--- config.mk ---
export PLATFORM = sky130hd
export DESIGN_NAME = acl_regs_top
export DESIGN_NICKNAME = d
export VERILOG_FILES = /design/src/design/acl_pkg.sv /design/src/design/acl_flush_if.sv /design/src/design/acl_sync.sv /design/src/design/acl_flush_det.sv /design/src/design/acl_regs_top.sv
export SDC_FILE = /design/constraint.sdc
export NUM_CORES = 1
export LEC_CHECK = 0
export BUFFER_PORTS_ARGS = -buffer_cell sky130_fd_sc_hd__buf_2
export CAP_MARGIN = 20
export CORE_ASPECT_RATIO = 1.25
export CORE_UTILIZATION = 40
export DETAILED_ROUTE_END_ITERATION = 8
export PLACE_DENSITY = 0.63
export SYNTH_ARGS = -nofsm -noshare
export SYNTH_HDL_FRONTEND = slang
export SYNTH_SLANG_ARGS = --single-unit
--- constraint.sdc ---
create_clock -name ref_clk -period 3.9 [get_ports ref_clk]
set_clock_uncertainty 0.05 [all_clocks]
set_input_delay 0.78 -clock ref_clk [delete_from_list [all_inputs] [get_ports ref_clk]]
set_output_delay 0.78 -clock ref_clk [all_outputs]
set_load 0.01 [all_outputs]
--- src/design/acl_pkg.sv ---
// Purpose: shared constants and types of the audio config / link status register bank
// Assumes: registers indexed by word, byte address is four times the index
// Notes: widths of the audio packet fields are plain defaults
package acl_pkg;

  // ************************************************************
  // bus layout
  // ************************************************************
  localparam int ADR_W = 10;
  localparam int DAT_W = 32;
  localparam int IDX_W = 8;
  localparam logic [IDX_W-1:0] IDX_BRIDGE_AUDIO = 8'h54;
  localparam logic [IDX_W-1:0] IDX_AUDIO_CONFIG = 8'h55;
  localparam logic [IDX_W-1:0] IDX_LINK_STATUS = 8'h5a;
  localparam logic [IDX_W-1:0] IDX_LOW_FREQ_THRESHOLD = 8'h70;

  // ************************************************************
  // audio_config fields
  // ************************************************************
  localparam int AC_CONV_EN = 7;
  localparam int AC_PIN_OUT = 6;
  localparam int AC_FLUSH_TYPE = 3;
  localparam int AC_FLUSH_AIF = 2;
  localparam int AC_FLUSH_AVI = 1;
  localparam int AC_FLUSH_ACR = 0;
  localparam logic [7:0] AC_RW_MASK = 8'hcf;
  localparam logic [7:0] AC_RESET = 8'h0c;

  // ************************************************************
  // bridge audio select and threshold
  // ************************************************************
  localparam int BR_AUDIO_SRC = 1;
  localparam logic [7:0] BR_RW_MASK = 8'h02;
  localparam logic [7:0] BR_RESET = 8'h00;
  localparam logic [7:0] THRESH_RESET = 8'h10;

  // ************************************************************
  // link_and_input_status fields
  // ************************************************************
  localparam int ST_LINK_READY = 7;
  localparam int ST_TX_ACTIVE = 6;
  localparam int ST_PORT_HI = 5;
  localparam int ST_PORT_LO = 4;
  localparam int ST_DATA_RECOVERED = 3;
  localparam int ST_PLL_LOCK = 2;
  localparam int ST_CLK_ABSENT = 1;
  localparam int ST_FREQ_SETTLED = 0;
  localparam logic [7:0] ST_RESET = 8'h00;

  // ************************************************************
  // types and packet field widths
  // ************************************************************
  typedef enum logic [1:0] {
    PM_DUAL = 2'b00,
    PM_SINGLE0 = 2'b01,
    PM_SINGLE1 = 2'b10,
    PM_REPLICATE = 2'b11
  } acl_port_mode_t;

  typedef enum logic {
    SRC_INPUT_IF = 1'b0,
    SRC_LOCAL_PINS = 1'b1
  } acl_audio_src_t;

  localparam int TYPE_W = 4;
  localparam int CSUM_W = 8;
  localparam int ACR_W = 20;

endpackage

--- src/design/acl_flush_if.sv ---
// Purpose: carries audio packet fields and flush enables to the change detector
// Assumes: all signals on ref_clk
// Notes: flush is a one-cycle pulse
`timescale 1ns/1ps
`default_nettype none
interface acl_flush_if;
  import acl_pkg::*;
  logic [TYPE_W-1:0] audioType;
  logic [CSUM_W-1:0] audioIfCsum;
  logic [CSUM_W-1:0] videoIfCsum;
  logic [ACR_W-1:0] acrN;
  logic [ACR_W-1:0] acrCts;
  logic [3:0] flushEn;
  logic flush;
  modport src (output audioType, audioIfCsum, videoIfCsum, acrN, acrCts, flushEn, input flush);
  modport det (input audioType, audioIfCsum, videoIfCsum, acrN, acrCts, flushEn, output flush);
endinterface
`default_nettype wire

--- src/design/acl_sync.sv ---
// Purpose: two flip-flop synchroniser bank
// Assumes: each bit is an independent level
// Notes: multi-bit words may skew by one cycle between bits
`timescale 1ns/1ps
`default_nettype none
module acl_sync #(
  parameter int W = 1
) (
  input wire logic ref_clk,
  input wire logic rst_b,
  input wire logic [W-1:0] d,
  output logic [W-1:0] q
);
  logic [W-1:0] meta_r;

  always_ff @(posedge ref_clk)
  begin
    if (!rst_b)
    begin
      meta_r <= '0;
      q <= '0;
    end
    else
    begin
      meta_r <= d;
      q <= meta_r;
    end
  end
endmodule
`default_nettype wire

--- src/design/acl_flush_det.sv ---
// Purpose: raises a flush pulse when an enabled audio packet field changes
// Assumes: fields come from same-clock receiver logic
// Notes: the first value after reset only primes the history, it never flushes
`timescale 1ns/1ps
`default_nettype none
module acl_flush_det
  import acl_pkg::*;
(
  input wire logic ref_clk,
  input wire logic rst_b,
  acl_flush_if.det fl
);
  logic primed_r;
  logic [TYPE_W-1:0] typePrev_r;
  logic [CSUM_W-1:0] aifPrev_r;
  logic [CSUM_W-1:0] aviPrev_r;
  logic [ACR_W-1:0] nPrev_r;
  logic [ACR_W-1:0] ctsPrev_r;
  wire logic [3:0] changed;
  wire logic flushNxt;

  assign changed[AC_FLUSH_TYPE] = fl.audioType != typePrev_r;
  assign changed[AC_FLUSH_AIF] = fl.audioIfCsum != aifPrev_r;
  assign changed[AC_FLUSH_AVI] = fl.videoIfCsum != aviPrev_r;
  assign changed[AC_FLUSH_ACR] = (fl.acrN != nPrev_r) || (fl.acrCts != ctsPrev_r);
  assign flushNxt = primed_r && |(changed & fl.flushEn);

  always_ff @(posedge ref_clk)
  begin
    if (!rst_b)
    begin
      primed_r <= 1'b0;
      typePrev_r <= '0;
      aifPrev_r <= '0;
      aviPrev_r <= '0;
      nPrev_r <= '0;
      ctsPrev_r <= '0;
      fl.flush <= 1'b0;
    end
    else
    begin
      primed_r <= 1'b1;
      typePrev_r <= fl.audioType;
      aifPrev_r <= fl.audioIfCsum;
      aviPrev_r <= fl.videoIfCsum;
      nPrev_r <= fl.acrN;
      ctsPrev_r <= fl.acrCts;
      fl.flush <= flushNxt;
    end
  end
endmodule
`default_nettype wire

--- src/design/acl_regs_top.sv ---
// Purpose: audio configuration and link / input status registers behind classic Wishbone
// Assumes: status levels arrive from other domains; audio packet fields and receiver audio are on ref_clk
// Notes: one byte per register in data bits 7:0, byte lane 0 only
//
// Overview of operation
// conversion bit enables converter, selects its clock
// pin output bit drives input audio out
// pin output ignored unless input-interface source
// flush received-audio FIFO on type change
// flush FIFO on audio infoframe checksum change
// flush FIFO on video infoframe checksum change
// flush FIFO on N or CTS change
// link ready after downstream detect and capabilities
// transmit status needs active transmitter, locked receiver
// transmit status waits for input and mode
// port mode field encodes dual/single/replicate
// data recovered bit follows input receiver
// PLL lock bit follows input PLL
// clock absent below low frequency threshold
// frequency settled bit follows detector
// audio source selects input or local pins
// read-only and reserved writes ignored, read zero
`timescale 1ns/1ps
`default_nettype none
module acl_regs_top
  import acl_pkg::*;
#(
  parameter int AUDIO_W = 4,
  parameter logic [7:0] THRESH_DEFAULT = THRESH_RESET
) (
  input wire logic ref_clk,
  input wire logic rst_b,
  // wishbone slave
  input wire logic wb_cyc_i,
  input wire logic wb_stb_i,
  input wire logic wb_we_i,
  input wire logic [ADR_W-1:0] wb_adr_i,
  input wire logic [3:0] wb_sel_i,
  input wire logic [DAT_W-1:0] wb_dat_i,
  output logic [DAT_W-1:0] wb_dat_o,
  output logic wb_ack_o,
  // status levels from link, receiver and frequency detector
  input wire logic linkDetectedIn,
  input wire logic linkCapsKnownIn,
  input wire logic txActiveIn,
  input wire logic remoteLockedIn,
  input wire logic validInputIn,
  input wire logic modeEnteredIn,
  input wire logic [1:0] portModeIn,
  input wire logic dataRecoveredIn,
  input wire logic pllLockIn,
  input wire logic clkAbsentIn,
  input wire logic freqSettledIn,
  // audio
  input wire logic [AUDIO_W-1:0] rxAudio,
  input wire logic [AUDIO_W-1:0] i2sPinIn,
  output logic [AUDIO_W-1:0] i2sPinOut,
  output logic i2sPinOe,
  output logic [AUDIO_W-1:0] downstreamAudio,
  output logic downstreamAudioSel,
  output logic tdmConvEn,
  output logic convClkSel,
  // received-audio packet fields
  input wire logic [TYPE_W-1:0] audioType,
  input wire logic [CSUM_W-1:0] audioIfCsum,
  input wire logic [CSUM_W-1:0] videoIfCsum,
  input wire logic [ACR_W-1:0] acrN,
  input wire logic [ACR_W-1:0] acrCts,
  output logic fifoFlush,
  output logic [7:0] lowFreqThreshold
);

  // ************************************************************
  // index decode
  // ************************************************************
  // misaligned byte addresses never hit, so they read zero
  function automatic logic idxHit(input logic [ADR_W-1:0] adr, input logic [IDX_W-1:0] idx);
    idxHit = (adr[1:0] == 2'b00) && (adr[ADR_W-1:2] == idx);
  endfunction

  logic [7:0] audioCfg_r;
  logic [7:0] bridgeAudio_r;
  logic [7:0] thresh_r;
  logic [7:0] status_r;
  logic ack_r;
  logic [DAT_W-1:0] rdData_r;

  wire logic busReq;
  wire logic wrStrobe;
  wire logic hitAudio;
  wire logic hitBridge;
  wire logic hitStatus;
  wire logic hitThresh;
  wire logic [7:0] rdByte;

  assign busReq = wb_cyc_i && wb_stb_i && !ack_r;
  // a write lands on the edge at which the master sees ack, never before the cycle ends
  assign wrStrobe = wb_cyc_i && wb_stb_i && ack_r && wb_we_i && wb_sel_i[0];
  assign hitAudio = idxHit(wb_adr_i, IDX_AUDIO_CONFIG);
  assign hitBridge = idxHit(wb_adr_i, IDX_BRIDGE_AUDIO);
  assign hitStatus = idxHit(wb_adr_i, IDX_LINK_STATUS);
  assign hitThresh = idxHit(wb_adr_i, IDX_LOW_FREQ_THRESHOLD);

  // unmapped words still ack, reading zero, so a stray access never hangs the bus
  assign rdByte = hitAudio ? audioCfg_r :
                  hitBridge ? bridgeAudio_r :
                  hitStatus ? status_r :
                  hitThresh ? thresh_r : 8'h00;

  // ************************************************************
  // register writes
  // ************************************************************
  wire logic [7:0] audioCfgNxt;
  wire logic [7:0] bridgeAudioNxt;
  wire logic [7:0] threshNxt;

  assign audioCfgNxt = (wrStrobe && hitAudio) ? (wb_dat_i[7:0] & AC_RW_MASK) : audioCfg_r;
  assign bridgeAudioNxt = (wrStrobe && hitBridge) ? (wb_dat_i[7:0] & BR_RW_MASK) : bridgeAudio_r;
  assign threshNxt = (wrStrobe && hitThresh) ? wb_dat_i[7:0] : thresh_r;

  // status index has no write path at all
  always_ff @(posedge ref_clk)
  begin
    if (!rst_b)
      audioCfg_r <= AC_RESET;
    else
      audioCfg_r <= audioCfgNxt;
  end

  always_ff @(posedge ref_clk)
  begin
    if (!rst_b)
      bridgeAudio_r <= BR_RESET;
    else
      bridgeAudio_r <= bridgeAudioNxt;
  end

  always_ff @(posedge ref_clk)
  begin
    if (!rst_b)
      thresh_r <= THRESH_DEFAULT;
    else
      thresh_r <= threshNxt;
  end

  // ************************************************************
  // bus answer
  // ************************************************************
  // one wait state: ack drops after one cycle even if the strobe stays up
  always_ff @(posedge ref_clk)
  begin
    if (!rst_b)
      ack_r <= 1'b0;
    else
      ack_r <= busReq;
  end

  // data bus reads zero outside ack so a late sample never sees stale data
  always_ff @(posedge ref_clk)
  begin
    if (!rst_b)
      rdData_r <= '0;
    else
      rdData_r <= busReq ? {24'h000000, rdByte} : '0;
  end

  assign wb_ack_o = ack_r;
  assign wb_dat_o = rdData_r;

  // ************************************************************
  // status capture
  // ************************************************************
  // positions in the synchronised status vector
  localparam int NSYNC = 12;
  localparam int SY_LINK_DET = 11;
  localparam int SY_LINK_CAPS = 10;
  localparam int SY_TX_ACTIVE = 9;
  localparam int SY_REMOTE_LOCK = 8;
  localparam int SY_VALID_INPUT = 7;
  localparam int SY_MODE_ENTERED = 6;
  localparam int SY_PORT_HI = 5;
  localparam int SY_PORT_LO = 4;
  localparam int SY_DATA_REC = 3;
  localparam int SY_PLL_LOCK = 2;
  localparam int SY_CLK_ABSENT = 1;
  localparam int SY_FREQ_SET = 0;
  wire logic [NSYNC-1:0] stRaw;
  wire logic [NSYNC-1:0] stSync;

  // each bit resyncs alone; the two port-mode bits may skew by a cycle while they change
  assign stRaw[SY_LINK_DET] = linkDetectedIn;
  assign stRaw[SY_LINK_CAPS] = linkCapsKnownIn;
  assign stRaw[SY_TX_ACTIVE] = txActiveIn;
  assign stRaw[SY_REMOTE_LOCK] = remoteLockedIn;
  assign stRaw[SY_VALID_INPUT] = validInputIn;
  assign stRaw[SY_MODE_ENTERED] = modeEnteredIn;
  assign stRaw[SY_PORT_HI:SY_PORT_LO] = portModeIn;
  assign stRaw[SY_DATA_REC] = dataRecoveredIn;
  assign stRaw[SY_PLL_LOCK] = pllLockIn;
  assign stRaw[SY_CLK_ABSENT] = clkAbsentIn;
  assign stRaw[SY_FREQ_SET] = freqSettledIn;

  acl_sync #(.W(NSYNC)) u_stat_sync (
    .ref_clk(ref_clk),
    .rst_b(rst_b),
    .d(stRaw),
    .q(stSync)
  );

  wire logic linkReady;
  wire logic txStatus;
  acl_port_mode_t portMode;
  wire logic [7:0] statusNxt;

  assign linkReady = stSync[SY_LINK_DET] && stSync[SY_LINK_CAPS];
  assign txStatus = stSync[SY_TX_ACTIVE] && stSync[SY_REMOTE_LOCK]
                    && stSync[SY_VALID_INPUT] && stSync[SY_MODE_ENTERED];
  // field only meaningful with transmit status; held at dual code otherwise
  assign portMode = txStatus ? acl_port_mode_t'(stSync[SY_PORT_HI:SY_PORT_LO]) : PM_DUAL;

  // whole byte is re-registered each cycle; software sees at most three cycles of lag
  assign statusNxt[ST_LINK_READY] = linkReady;
  assign statusNxt[ST_TX_ACTIVE] = txStatus;
  assign statusNxt[ST_PORT_HI:ST_PORT_LO] = portMode;
  assign statusNxt[ST_DATA_RECOVERED] = stSync[SY_DATA_REC];
  assign statusNxt[ST_PLL_LOCK] = stSync[SY_PLL_LOCK];
  assign statusNxt[ST_CLK_ABSENT] = stSync[SY_CLK_ABSENT];
  assign statusNxt[ST_FREQ_SETTLED] = stSync[SY_FREQ_SET];

  // read-only: no bus path reaches this flop
  always_ff @(posedge ref_clk)
  begin
    if (!rst_b)
      status_r <= ST_RESET;
    else
      status_r <= statusNxt;
  end

  // ************************************************************
  // audio routing
  // ************************************************************
  wire logic [AUDIO_W-1:0] localAudio;
  acl_audio_src_t audioSrc;
  wire logic pinDriveNxt;
  wire logic [AUDIO_W-1:0] downNxt;

  acl_sync #(.W(AUDIO_W)) u_pin_sync (
    .ref_clk(ref_clk),
    .rst_b(rst_b),
    .d(i2sPinIn),
    .q(localAudio)
  );

  assign audioSrc = acl_audio_src_t'(bridgeAudio_r[BR_AUDIO_SRC]);
  assign pinDriveNxt = audioCfg_r[AC_PIN_OUT] && (audioSrc == SRC_INPUT_IF);
  assign downNxt = (audioSrc == SRC_LOCAL_PINS) ? localAudio : rxAudio;

  // pins carry zero while released so no stale sample shows when drive returns
  always_ff @(posedge ref_clk)
  begin
    if (!rst_b)
    begin
      i2sPinOe <= 1'b0;
      i2sPinOut <= '0;
    end
    else
    begin
      i2sPinOe <= pinDriveNxt;
      i2sPinOut <= pinDriveNxt ? rxAudio : '0;
    end
  end

  // local pins pass the synchroniser, so that path lags the receiver path by two cycles
  always_ff @(posedge ref_clk)
  begin
    if (!rst_b)
    begin
      downstreamAudio <= '0;
      downstreamAudioSel <= 1'b0;
    end
    else
    begin
      downstreamAudio <= downNxt;
      downstreamAudioSel <= bridgeAudio_r[BR_AUDIO_SRC];
    end
  end

  // ************************************************************
  // converter control and threshold export
  // ************************************************************
  // enable and clock select move together so the converter never runs on the wrong clock
  always_ff @(posedge ref_clk)
  begin
    if (!rst_b)
    begin
      tdmConvEn <= 1'b0;
      convClkSel <= 1'b0;
    end
    else
    begin
      tdmConvEn <= audioCfg_r[AC_CONV_EN];
      convClkSel <= audioCfg_r[AC_CONV_EN];
    end
  end

  // comparison itself lives in the frequency detector; only the level leaves here
  always_ff @(posedge ref_clk)
  begin
    if (!rst_b)
      lowFreqThreshold <= THRESH_DEFAULT;
    else
      lowFreqThreshold <= thresh_r;
  end

  // ************************************************************
  // audio FIFO flush on packet change
  // ************************************************************
  // fields are on the receiver clock already, so they skip the synchroniser
  acl_flush_if flushBus ();

  assign flushBus.audioType = audioType;
  assign flushBus.audioIfCsum = audioIfCsum;
  assign flushBus.videoIfCsum = videoIfCsum;
  assign flushBus.acrN = acrN;
  assign flushBus.acrCts = acrCts;
  assign flushBus.flushEn = audioCfg_r[3:0];

  acl_flush_det u_flush (
    .ref_clk(ref_clk),
    .rst_b(rst_b),
    .fl(flushBus)
  );

  // second stage keeps the pulse straight from a flop at the port
  always_ff @(posedge ref_clk)
  begin
    if (!rst_b)
      fifoFlush <= 1'b0;
    else
      fifoFlush <= flushBus.flush;
  end

endmodule
`default_nettype wire

# --- Word level (Yosys, flattened, before mapping) ---
# Index checks and enable logic that the tools add are counted.
totals:
  reg_bits: 170
  in_bits: 131
  output_inout_bits: 54
classes:
  eq_ne: 9
  n_mux: 6
  bitwise_logic: 2
  n_reduce_logical: 25
op_table:
  columns: ["operator", "n"]
  rows:
  - ["$ne 20x20->1", 2]
  - ["$eq 8x7->1 const B", 4]
  - ["$mux 8", 4]
  - ["$logic_and 1x1->1", 18]
  - ["$ne 8x8->1", 2]
  - ["$reduce_and 2->1", 3]
  - ["$and 4x4->4", 1]
  - ["$mux 4", 1]
  - ["$ne 4x4->1", 1]
  - ["$reduce_or 4->1", 1]
  - ["$logic_not 2->1", 1]
  - ["$logic_not 1->1", 1]
  - ["$logic_or 1x1->1", 1]
  - ["$mux 1", 1]
  - ["$not 1->1", 1]

# --- Longest topological paths before layout ---
# Gate-level depths: netlist (run 1).
logic_depth:
  word_depth: 6
  mapped_depth: 7
  mapped_depth_nobuf: 5

# --- Cells and area by module ---
# Synthesis (run 1) repeated with hierarchy kept, for this count alone.
unflattened:
  cells_unflattened: 475
  hier_area_um2: 5255.0
modules_own_cells:
  columns: ["mod", "instances", "cells_each", "area_each_um2", "seq_area_each_um2"]
  rows:
  - ["acl_flush_det", 1, 210, 2309.7, 1241.2]
  - ["acl_regs_top", 1, 199, 2059.5, 1041.0]
  - ["acl_sync at u_stat_sync", 1, 50, 675.6, 480.5]
  - ["acl_sync at u_pin_sync", 1, 16, 210.2, 160.2]

# --- Least setup slack after synthesis (run 1) ---
# OpenSTA, ideal clock, no wires.
synth_timing:
  path_kind: "input to register"
  from: "in wb_adr_i[9]"
  to: "reg thresh_r[4]"
  arrival_time_ns: 1.903
  required_ns: 3.725
  path_slack_ns: 1.821
  path_stages: 7
  path_buffers: 2
  path_cell_list: "nor4b_4 -> and4_1 -> buf_6 -> and2_4 -> buf_12 -> mux2i_1 -> nand2_1"
synth_between:
  elab_chain_cells: 3
synth_lines:
  columns: ["element", "line", "rtl"]
  rows:
  - ["start, declared", "acl_regs_top.sv:37", "input wire logic [ADR_W-1:0] wb_adr_i,"]
  - ["$eq 8x7->1", "acl_regs_top.sv:78", "idxHit = (adr[1:0] == 2'b00) && (adr[ADR_W-1:2] == idx);"]
  - ["$logic_and 1x1->1", "acl_regs_top.sv:78", null]
  - ["$logic_and 1x1->1", "acl_regs_top.sv:119", "assign threshNxt = (wrStrobe && hitThresh) ? wb_dat_i[7:0] : thresh_r;"]
  - ["end signal, assigned", "acl_regs_top.sv:143", "thresh_r <= threshNxt;"]
  - ["end, declared", "acl_regs_top.sv:83", "logic [7:0] thresh_r;"]
# No other way between the ends.
# A chain may end at the register's enable or synchronous reset.

# --- Worst setup path after layout (run 1) ---
# Same ends and word-level chain as after synthesis.

==> impl_metrics.yaml, run 1 <==
timing:
  rsz0062_at_grt: "no"
  relSlewSlack_pct: 58.1
  tightest_slew_ns: 0.629
  finalCritPeriodShare_pct: 53.3
  setup_violations: 0
  fmax_ghz: 0.481
  fin_setup_tns_ns: 0
  final.setup.worst_slack_ns: 1.82
  period_needed_ns: 2.08
  report.final.slew_viol_count: 0
  hold_viol_final: 0
critical_path:
  crit_type: "in -> reg"
  worst-path-max-fanout: 9
  crit_slowest_cell: "and4_1"
  required_ns: 4.12
  arrival_ns: 2.30
  path_cells: "buf_2, nor4b_4, and4_1, and2_4, mux2i_1, nand2_1"
  cp-end-kind: "flip-flop"
  cpPeakStageDelay_ns: 0.49
  start_kind: "input port"
power:
  power.share.combinational_pct: 5.5
  swShare_pct: 19.2
  power_frac_seq_pct: 44.3
  pwr_density_cell_mw_per_mm2: 538
  leakage_uw: 0.00291
  switching_power_uw: 678
  intPower_uw: 2850
  power_frac_clock_pct: 50.2
  peakVddDrop_v: 0.000261
global_route:
  grt_pass1_vias: 3103
  antenna_found_initial: 0
  grt_overflow: 0
  grt-busiest-layer: "met2"
  use_met3_pct: 5.18
  grt_max_degree: 87
  grt_pass1_wl_um: 14400
  track_usage_pct: 13.7
  grt_use_met2_pct: 22.3
  met1_usage_pct: 15.9
detailed_routing:
  drc_errors: 0
  vias_per_cell: 4.23
  dr.pass1.iters: 6
  wire_per_inst_um: 11.5
  wirelength_um: 9010
  ant_nets: 0
  vias: 3308
  drt-initial-drc-count: 64
clocking:
  postCtsHoldBufs: 0
  cts_buffer_depth: 2
  cts_root_buf: "clkbuf_16"
  clk_pin_slew_ns: 0.05
  cts_setup_buffers: 0
  clk-insertion-delay-late_ns: 0.40
  htree_levels: 4
  cts_sinks: 146
  cts_resized: 0
  tritoncts: "done"
  cts_buffers: 17
status:
  outcome: "finished, final reports clean"
finish:
  drive_gt1_share_pct: 27.7
  diodes: 0
  area.growth.synth_to_final_pct: 26.1
  nFillCells: 1176
  fin_nets: 733
yosys:
  ys_seq_area_share_pct: 56.3
  syn_area_mm2: 0.00519
  synth.distinct_cells: 35
  ys_warn_count: 0
  postSynthAreaPerCell_um2: 11.1
  synth_cells: 468
  ys_ff_latch: 146
floorplan:
  die_x_um: 104
  placementRows: 46
  fp.dieH_um: 129
  io_pins: 185
  die-area_mm2: 0.0134
  initial_core_util_pct: 41.0
  core_mm2: 0.0127
run:
  maxCapViolations: 0
place:
  routabilityCongestion: 0.710
  dp_slack_ns: 1.43
  io_buffers: 133
  hpwlAfterDp_um: 6540
hold_path:
  min-delay-path-class: "reg -> reg"
[final cells by class]
type | instances | area (um2) | area share (%)
Sequential cell | 146 | 2920 | 44.6
Multi-Input combinational cell | 303 | 2080 | 31.8
Timing Repair Buffer | 134 | 676 | 10.3
Clock buffer | 22 | 484 | 7.39
Tap cell | 168 | 210 | 3.21
Clock inverter | 9 | 176 | 2.69
[per-layer routing]
layer | routed length, um | share of wire (%)
met1 | 3980 | 44
met2 | 4240 | 47
met3 | 669 | 7.4
met4 | 124 | 1.4
met5 | 0 | 0
[flip-flops by register name, indices dropped and copies added, names as in the netlist, 8 cells and up]
signal	flops
u_flush.ctsPrev_r	20
u_flush.nPrev_r	20
u_stat_sync.meta_r	12
u_stat_sync.q	12
lowFreqThreshold	8
status_r	8
thresh_r	8
u_flush.aifPrev_r	8
u_flush.aviPrev_r	8
wb_dat_o	8
[cell usage in the layout, fill, tap and decap left out, types with 7 or more instances in the layout]
master / Yosys / final
nor2b_1: 17 / 17
dfxtp_1: 146 / 146
nand4_1: 8 / 8
nor4_1: 9 / 9
nand2_1: 13 / 13
mux2i_1: 19 / 19
and2_1: 112 / 112
xor2_1: 36 / 36
a22oi_1: 7 / 7
conb_1: 1 / 24
buf_2: 0 / 132
clkbuf_16: 0 / 17
xnor2_1: 24 / 24
[metrics by stage]
stage,instance area (um2),hold WS [ns],power [uW],std cells,utilization (%)
final,6550,0.374,3530,782,51.7
after global routing,6550,0.388,3670,782,51.7
after CTS,6550,0.380,3580,782,51.7
after detailed placement,5890,0.367,1790,751,46.5
after global placement,5890,0.365,1790,751,46.5
after floorplan,5280,0.356,1720,491,-
[worst max-delay path, delay by kind of cell]
family                 cells  cell delay [ns]
buffers and inverters      1             0.11
muxes                      1             0.20
and+or+nand+nor            4             1.20
[power groups by stage]
stage | clock network, uW | logic (uW) | registers [uW]
2_1_floorplan | 0 | 128 | 1590
3_3_place_gp | 0 | 191 | 1600
3_5_place_dp | 0 | 197 | 1600
4_1_cts | 1810 | 198 | 1560
5_1_grt | 1880 | 220 | 1570
6_report | 1770 | 194 | 1560
[cell usage after synthesis]
library cell,n,area [um2]
and2_4,1,8.76
mux2i_1,19,190
conb_1,1,3.75
nand4b_1,1,8.76
o211a_1,1,10.0
a222oi_1,1,10.0
nand2_1,13,48.8
nor4b_4,1,23.8
and4_1,1,8.76
dfxtp_1,146,2920
nand3_2,1,10.0
o21ai_0,2,10.0
buf_4,25,188
nor2_1,5,18.8
xnor2_1,24,210
nand3b_1,1,7.51
nand2b_1,1,6.26
a22oi_1,7,52.6
xor2_1,36,315
and2_1,112,701
nand4_1,8,50.1
o41ai_1,1,8.76
o21ai_1,5,25.0
and3_1,2,12.5
buf_12,1,20.0
and4b_2,1,11.3
nor4_4,1,21.3
nand3_1,3,15.0
buf_6,1,11.3
o41a_1,1,11.3
nor2b_1,17,106
nor3b_1,3,22.5
mux2_2,1,11.3
nor4_1,9,56.3
clkbuf_1,15,56.3
[kinds of logic (layout without fill, tap and decap cells)]
group / Yosys count / after routing / share of synthesized area [%]
mux: 20 / 20 / 3.88
xor+xnor: 60 / 60 / 10.1
buf+inv: 42 / 165 / 5.30
simple gates: 181 / 181 / 21.9
other cells: 1 / 24 / 0.0722
compound gates: 18 / 18 / 2.46
flops: 146 / 146 / 56.3
[path summary, 6_finish.rpt]
| check | startpoint | to | slack (ns) | cells past startpoint |
|---|---|---|---|---|
| worst min register to register | u_stat_sync.q[4] | status_r[4] | 0.37 | 1 |
| worst max register to register | u_flush.nPrev_r[14] | u_flush.fl.flush | 2.10 | 5 |
| worst min-delay path | u_stat_sync.q[4] | status_r[4] | 0.37 | 1 |
| worst max-delay path | wb_adr_i[9] | thresh_r[4] | 1.82 | 6 |
Power figures use the tool's default switching activity.
==> run 2: changes to the inputs <==
--- a/config.mk
+++ b/config.mk
@@ -5,12 +5,13 @@
 export SDC_FILE = /design/constraint.sdc
 export NUM_CORES = 1
 export LEC_CHECK = 0
+export ABC_AREA = 1
 export BUFFER_PORTS_ARGS = -buffer_cell sky130_fd_sc_hd__buf_2
 export CAP_MARGIN = 20
 export CORE_ASPECT_RATIO = 1.25
 export CORE_UTILIZATION = 40
 export DETAILED_ROUTE_END_ITERATION = 8
-export PLACE_DENSITY = 0.63
+export PLACE_DENSITY = 0.62
 export SYNTH_ARGS = -nofsm -noshare
 export SYNTH_HDL_FRONTEND = slang
 export SYNTH_SLANG_ARGS = --single-unit
==> constraint.sdc (replaced) <==
create_clock -name ref_clk -period 2.1 [get_ports ref_clk]
set_clock_uncertainty 0.05 [all_clocks]
set_input_delay 0.42 -clock ref_clk [delete_from_list [all_inputs] [get_ports ref_clk]]
set_output_delay 0.42 -clock ref_clk [all_outputs]
set_load 0.01 [all_outputs]
==> run 2 against run 1 <==
Net effect: sequential power up 87%; sequential cell count unchanged; core utilization shrank 0.77 points; global-route usage grew 1.6 points; via count up 36%; non-clock buffer count rose by 1; setup slack lost 1.2 ns; design area up 8.9%; routed wire length increased by 17%.
==> impl_metrics.yaml, run 2 <==
status:
  outcome: "finished, final reports clean"
timing:
  final.setup.worst_slack_ns: 0.592
  setup_violations: 0
  hold_viol_final: 0
  fin_setup_tns_ns: 0
  fmax_ghz: 0.663
  finalCritPeriodShare_pct: 71.8
  holdWs_ns: 0.136
  rsz0062_at_grt: "no"
  report.final.slew_viol_count: 0
  period_needed_ns: 1.51
yosys:
  postSynthAreaPerCell_um2: 7.48
  syn_area_mm2: 0.00582
  synth_most_common_cell: "nand2_1"
  ys_seq_area_share_pct: 50.2
  netlist.area_leader.share_pct: 50.2
  yosysTopAreaCell: "dfxtp_1"
  synth-main-ff-cell: "dfxtp_1"
  synth.distinct_cells: 30
  async_reset_ff_share_pct: 0
  synth_cells: 779
  synth-edff-count: 0
  ys_warn_count: 0
  synth_common_cells: "nand2_1, inv_1, dfxtp_1"
  synthTopCellsByArea: "dfxtp_1, nand2_1, inv_1, xnor2_1, buf_4"
  ys_ff_latch: 146
finish:
  area.growth.synth_to_final_pct: 22.5
  nFillCells: 1414
  most-common-layout-cells: "nand2_1, inv_1, dfxtp_1"
  largest_registers: "u_flush.ctsPrev_r (20), u_flush.nPrev_r (20)"
  fin_nets: 1046
  fin_area_mm2: 0.00713
  drive_gt1_share_pct: 20.8
  final_common_cell: "nand2_1"
clocking:
  cts_resized: 0
  htree_levels: 4
  cts_buffers: 17
  clk_pin_slew_ns: 0.06
  cts_sinks: 146
  cts_buffer_depth: 2
  cts_root_buf: "clkbuf_16"
  postCtsHoldBufs: 0
  cts_setup_buffers: 0
  clk-insertion-delay-late_ns: 0.41
  tritoncts: "done"
detailed_routing:
  wirelength_um: 10600
  drt-initial-drc-count: 210
  dr.pass1.iters: 4
  vias: 4496
  vias_per_cell: 4.08
  ant_nets: 0
  wire_per_inst_um: 9.59
  drc_errors: 0
floorplan:
  initial_core_util_pct: 41.6
  core_mm2: 0.0140
  fp.dieH_um: 137
  die-area_mm2: 0.0150
  io_pins: 185
  die_x_um: 110
  placementRows: 48
power:
  leakage_uw: 0.00412
  peakVddDrop_v: 0.000535
  swShare_pct: 22.3
  power.share.combinational_pct: 7.2
  switching_power_uw: 1400
  power_frac_clock_pct: 46.5
  power_frac_seq_pct: 46.3
  pwr_density_cell_mw_per_mm2: 881
  intPower_uw: 4880
critical_path:
  worst-path-max-fanout: 15
  crit_type: "reg -> reg"
  arrival_ns: 1.74
  start_kind: "flip-flop"
  required_ns: 2.33
  cp-end-kind: "flip-flop"
  rr_worst_depth: 5
hold_path:
  worstHoldPathCells: 3
  min-delay-path-class: "in -> reg"
global_route:
  grt_max_degree: 75
  grt_pass1_wl_um: 17300
  grt_overflow: 0
  track_usage_pct: 15.3
  antenna_found_initial: 1
  grt_pass1_vias: 3971
run:
  maxCapViolations: 0
place:
  place_area_mm2: 0.00655
  hpwlAfterDp_um: 7900
  dp_slack_ns: 0.325
  io_buffers: 133
  routabilityCongestion: 0.810
run 2: layout make-up:
class / count / area [um2] / area share [%]
clock inverter: 7 / 72.6 / 1.02
tap: 175 / 219 / 3.07
multi-input combinational: 416 / 1960 / 27.5
sequential: 146 / 2920 / 41.0
inverter: 199 / 747 / 10.5
clock buffer: 24 / 512 / 7.18
timing repair buffer: 135 / 696 / 9.75
antenna: 1 / 2.50 / 0.0351
run 2: per-layer routing:
layer	GRT usage, %	part of all wire, %	vias to the layer above	wire (um)
li1	-	-	2458	-
met1	16.9	42	1908	4460
met2	25.7	49	115	5190
met3	6.10	7.2	15	760
met4	6.44	1.6	0	170
met5	0	0	-	0
run 2: worst paths after layout:
| path | slack (ns) | start | endpoint |
|---|---|---|---|
| worst min-delay path | 0.14 | dataRecoveredIn | u_stat_sync.meta_r[3] |
| worst max register to register | 0.59 | wb_ack_o | thresh_r[0] |
| worst max-delay path | 0.59 | wb_ack_o | thresh_r[0] |
| worst min register to register | 0.36 | u_stat_sync.q[4] | status_r[4] |
run 2: worst max-delay path, cell delays in order (launching register included):
cell and delay (ns):
dfxtp_1 0.39, nand3_1 0.14, nor2_4 0.19, nand2_1 0.30, o21ai_0 0.26, a21oi_1 0.06
run 2: logic make-up after synthesis:
group	Yosys count	synth area share [%]
and+or+nand+nor	314	23.1
buffers and inverters	240	17.6
DFF	146	50.2
AOI/OAI and AO/OA	47	4.34
xor gates and xnor gates	31	4.66
other	1	0.0644
run 2: metrics by stage:
step,total power (uW),utilization [%],instances
2_1_floorplan,3280,-,802
3_3_place_gp,3410,46.8,1071
3_5_place_dp,3430,46.8,1071
4_1_cts,6370,50.9,1102
5_1_grt,6560,50.9,1102
6_report,6280,51.0,1103
run 2: power by group through the flow:
stage               Sequential [uW]  Combinational, uW  Clock, uW
finish                         2910                452       2920
global route                   2920                525       3120
CTS                            2910                460       3000
detailed placement             2970                458          0
global placement               2960                450          0
floorplan                      2960                312          0
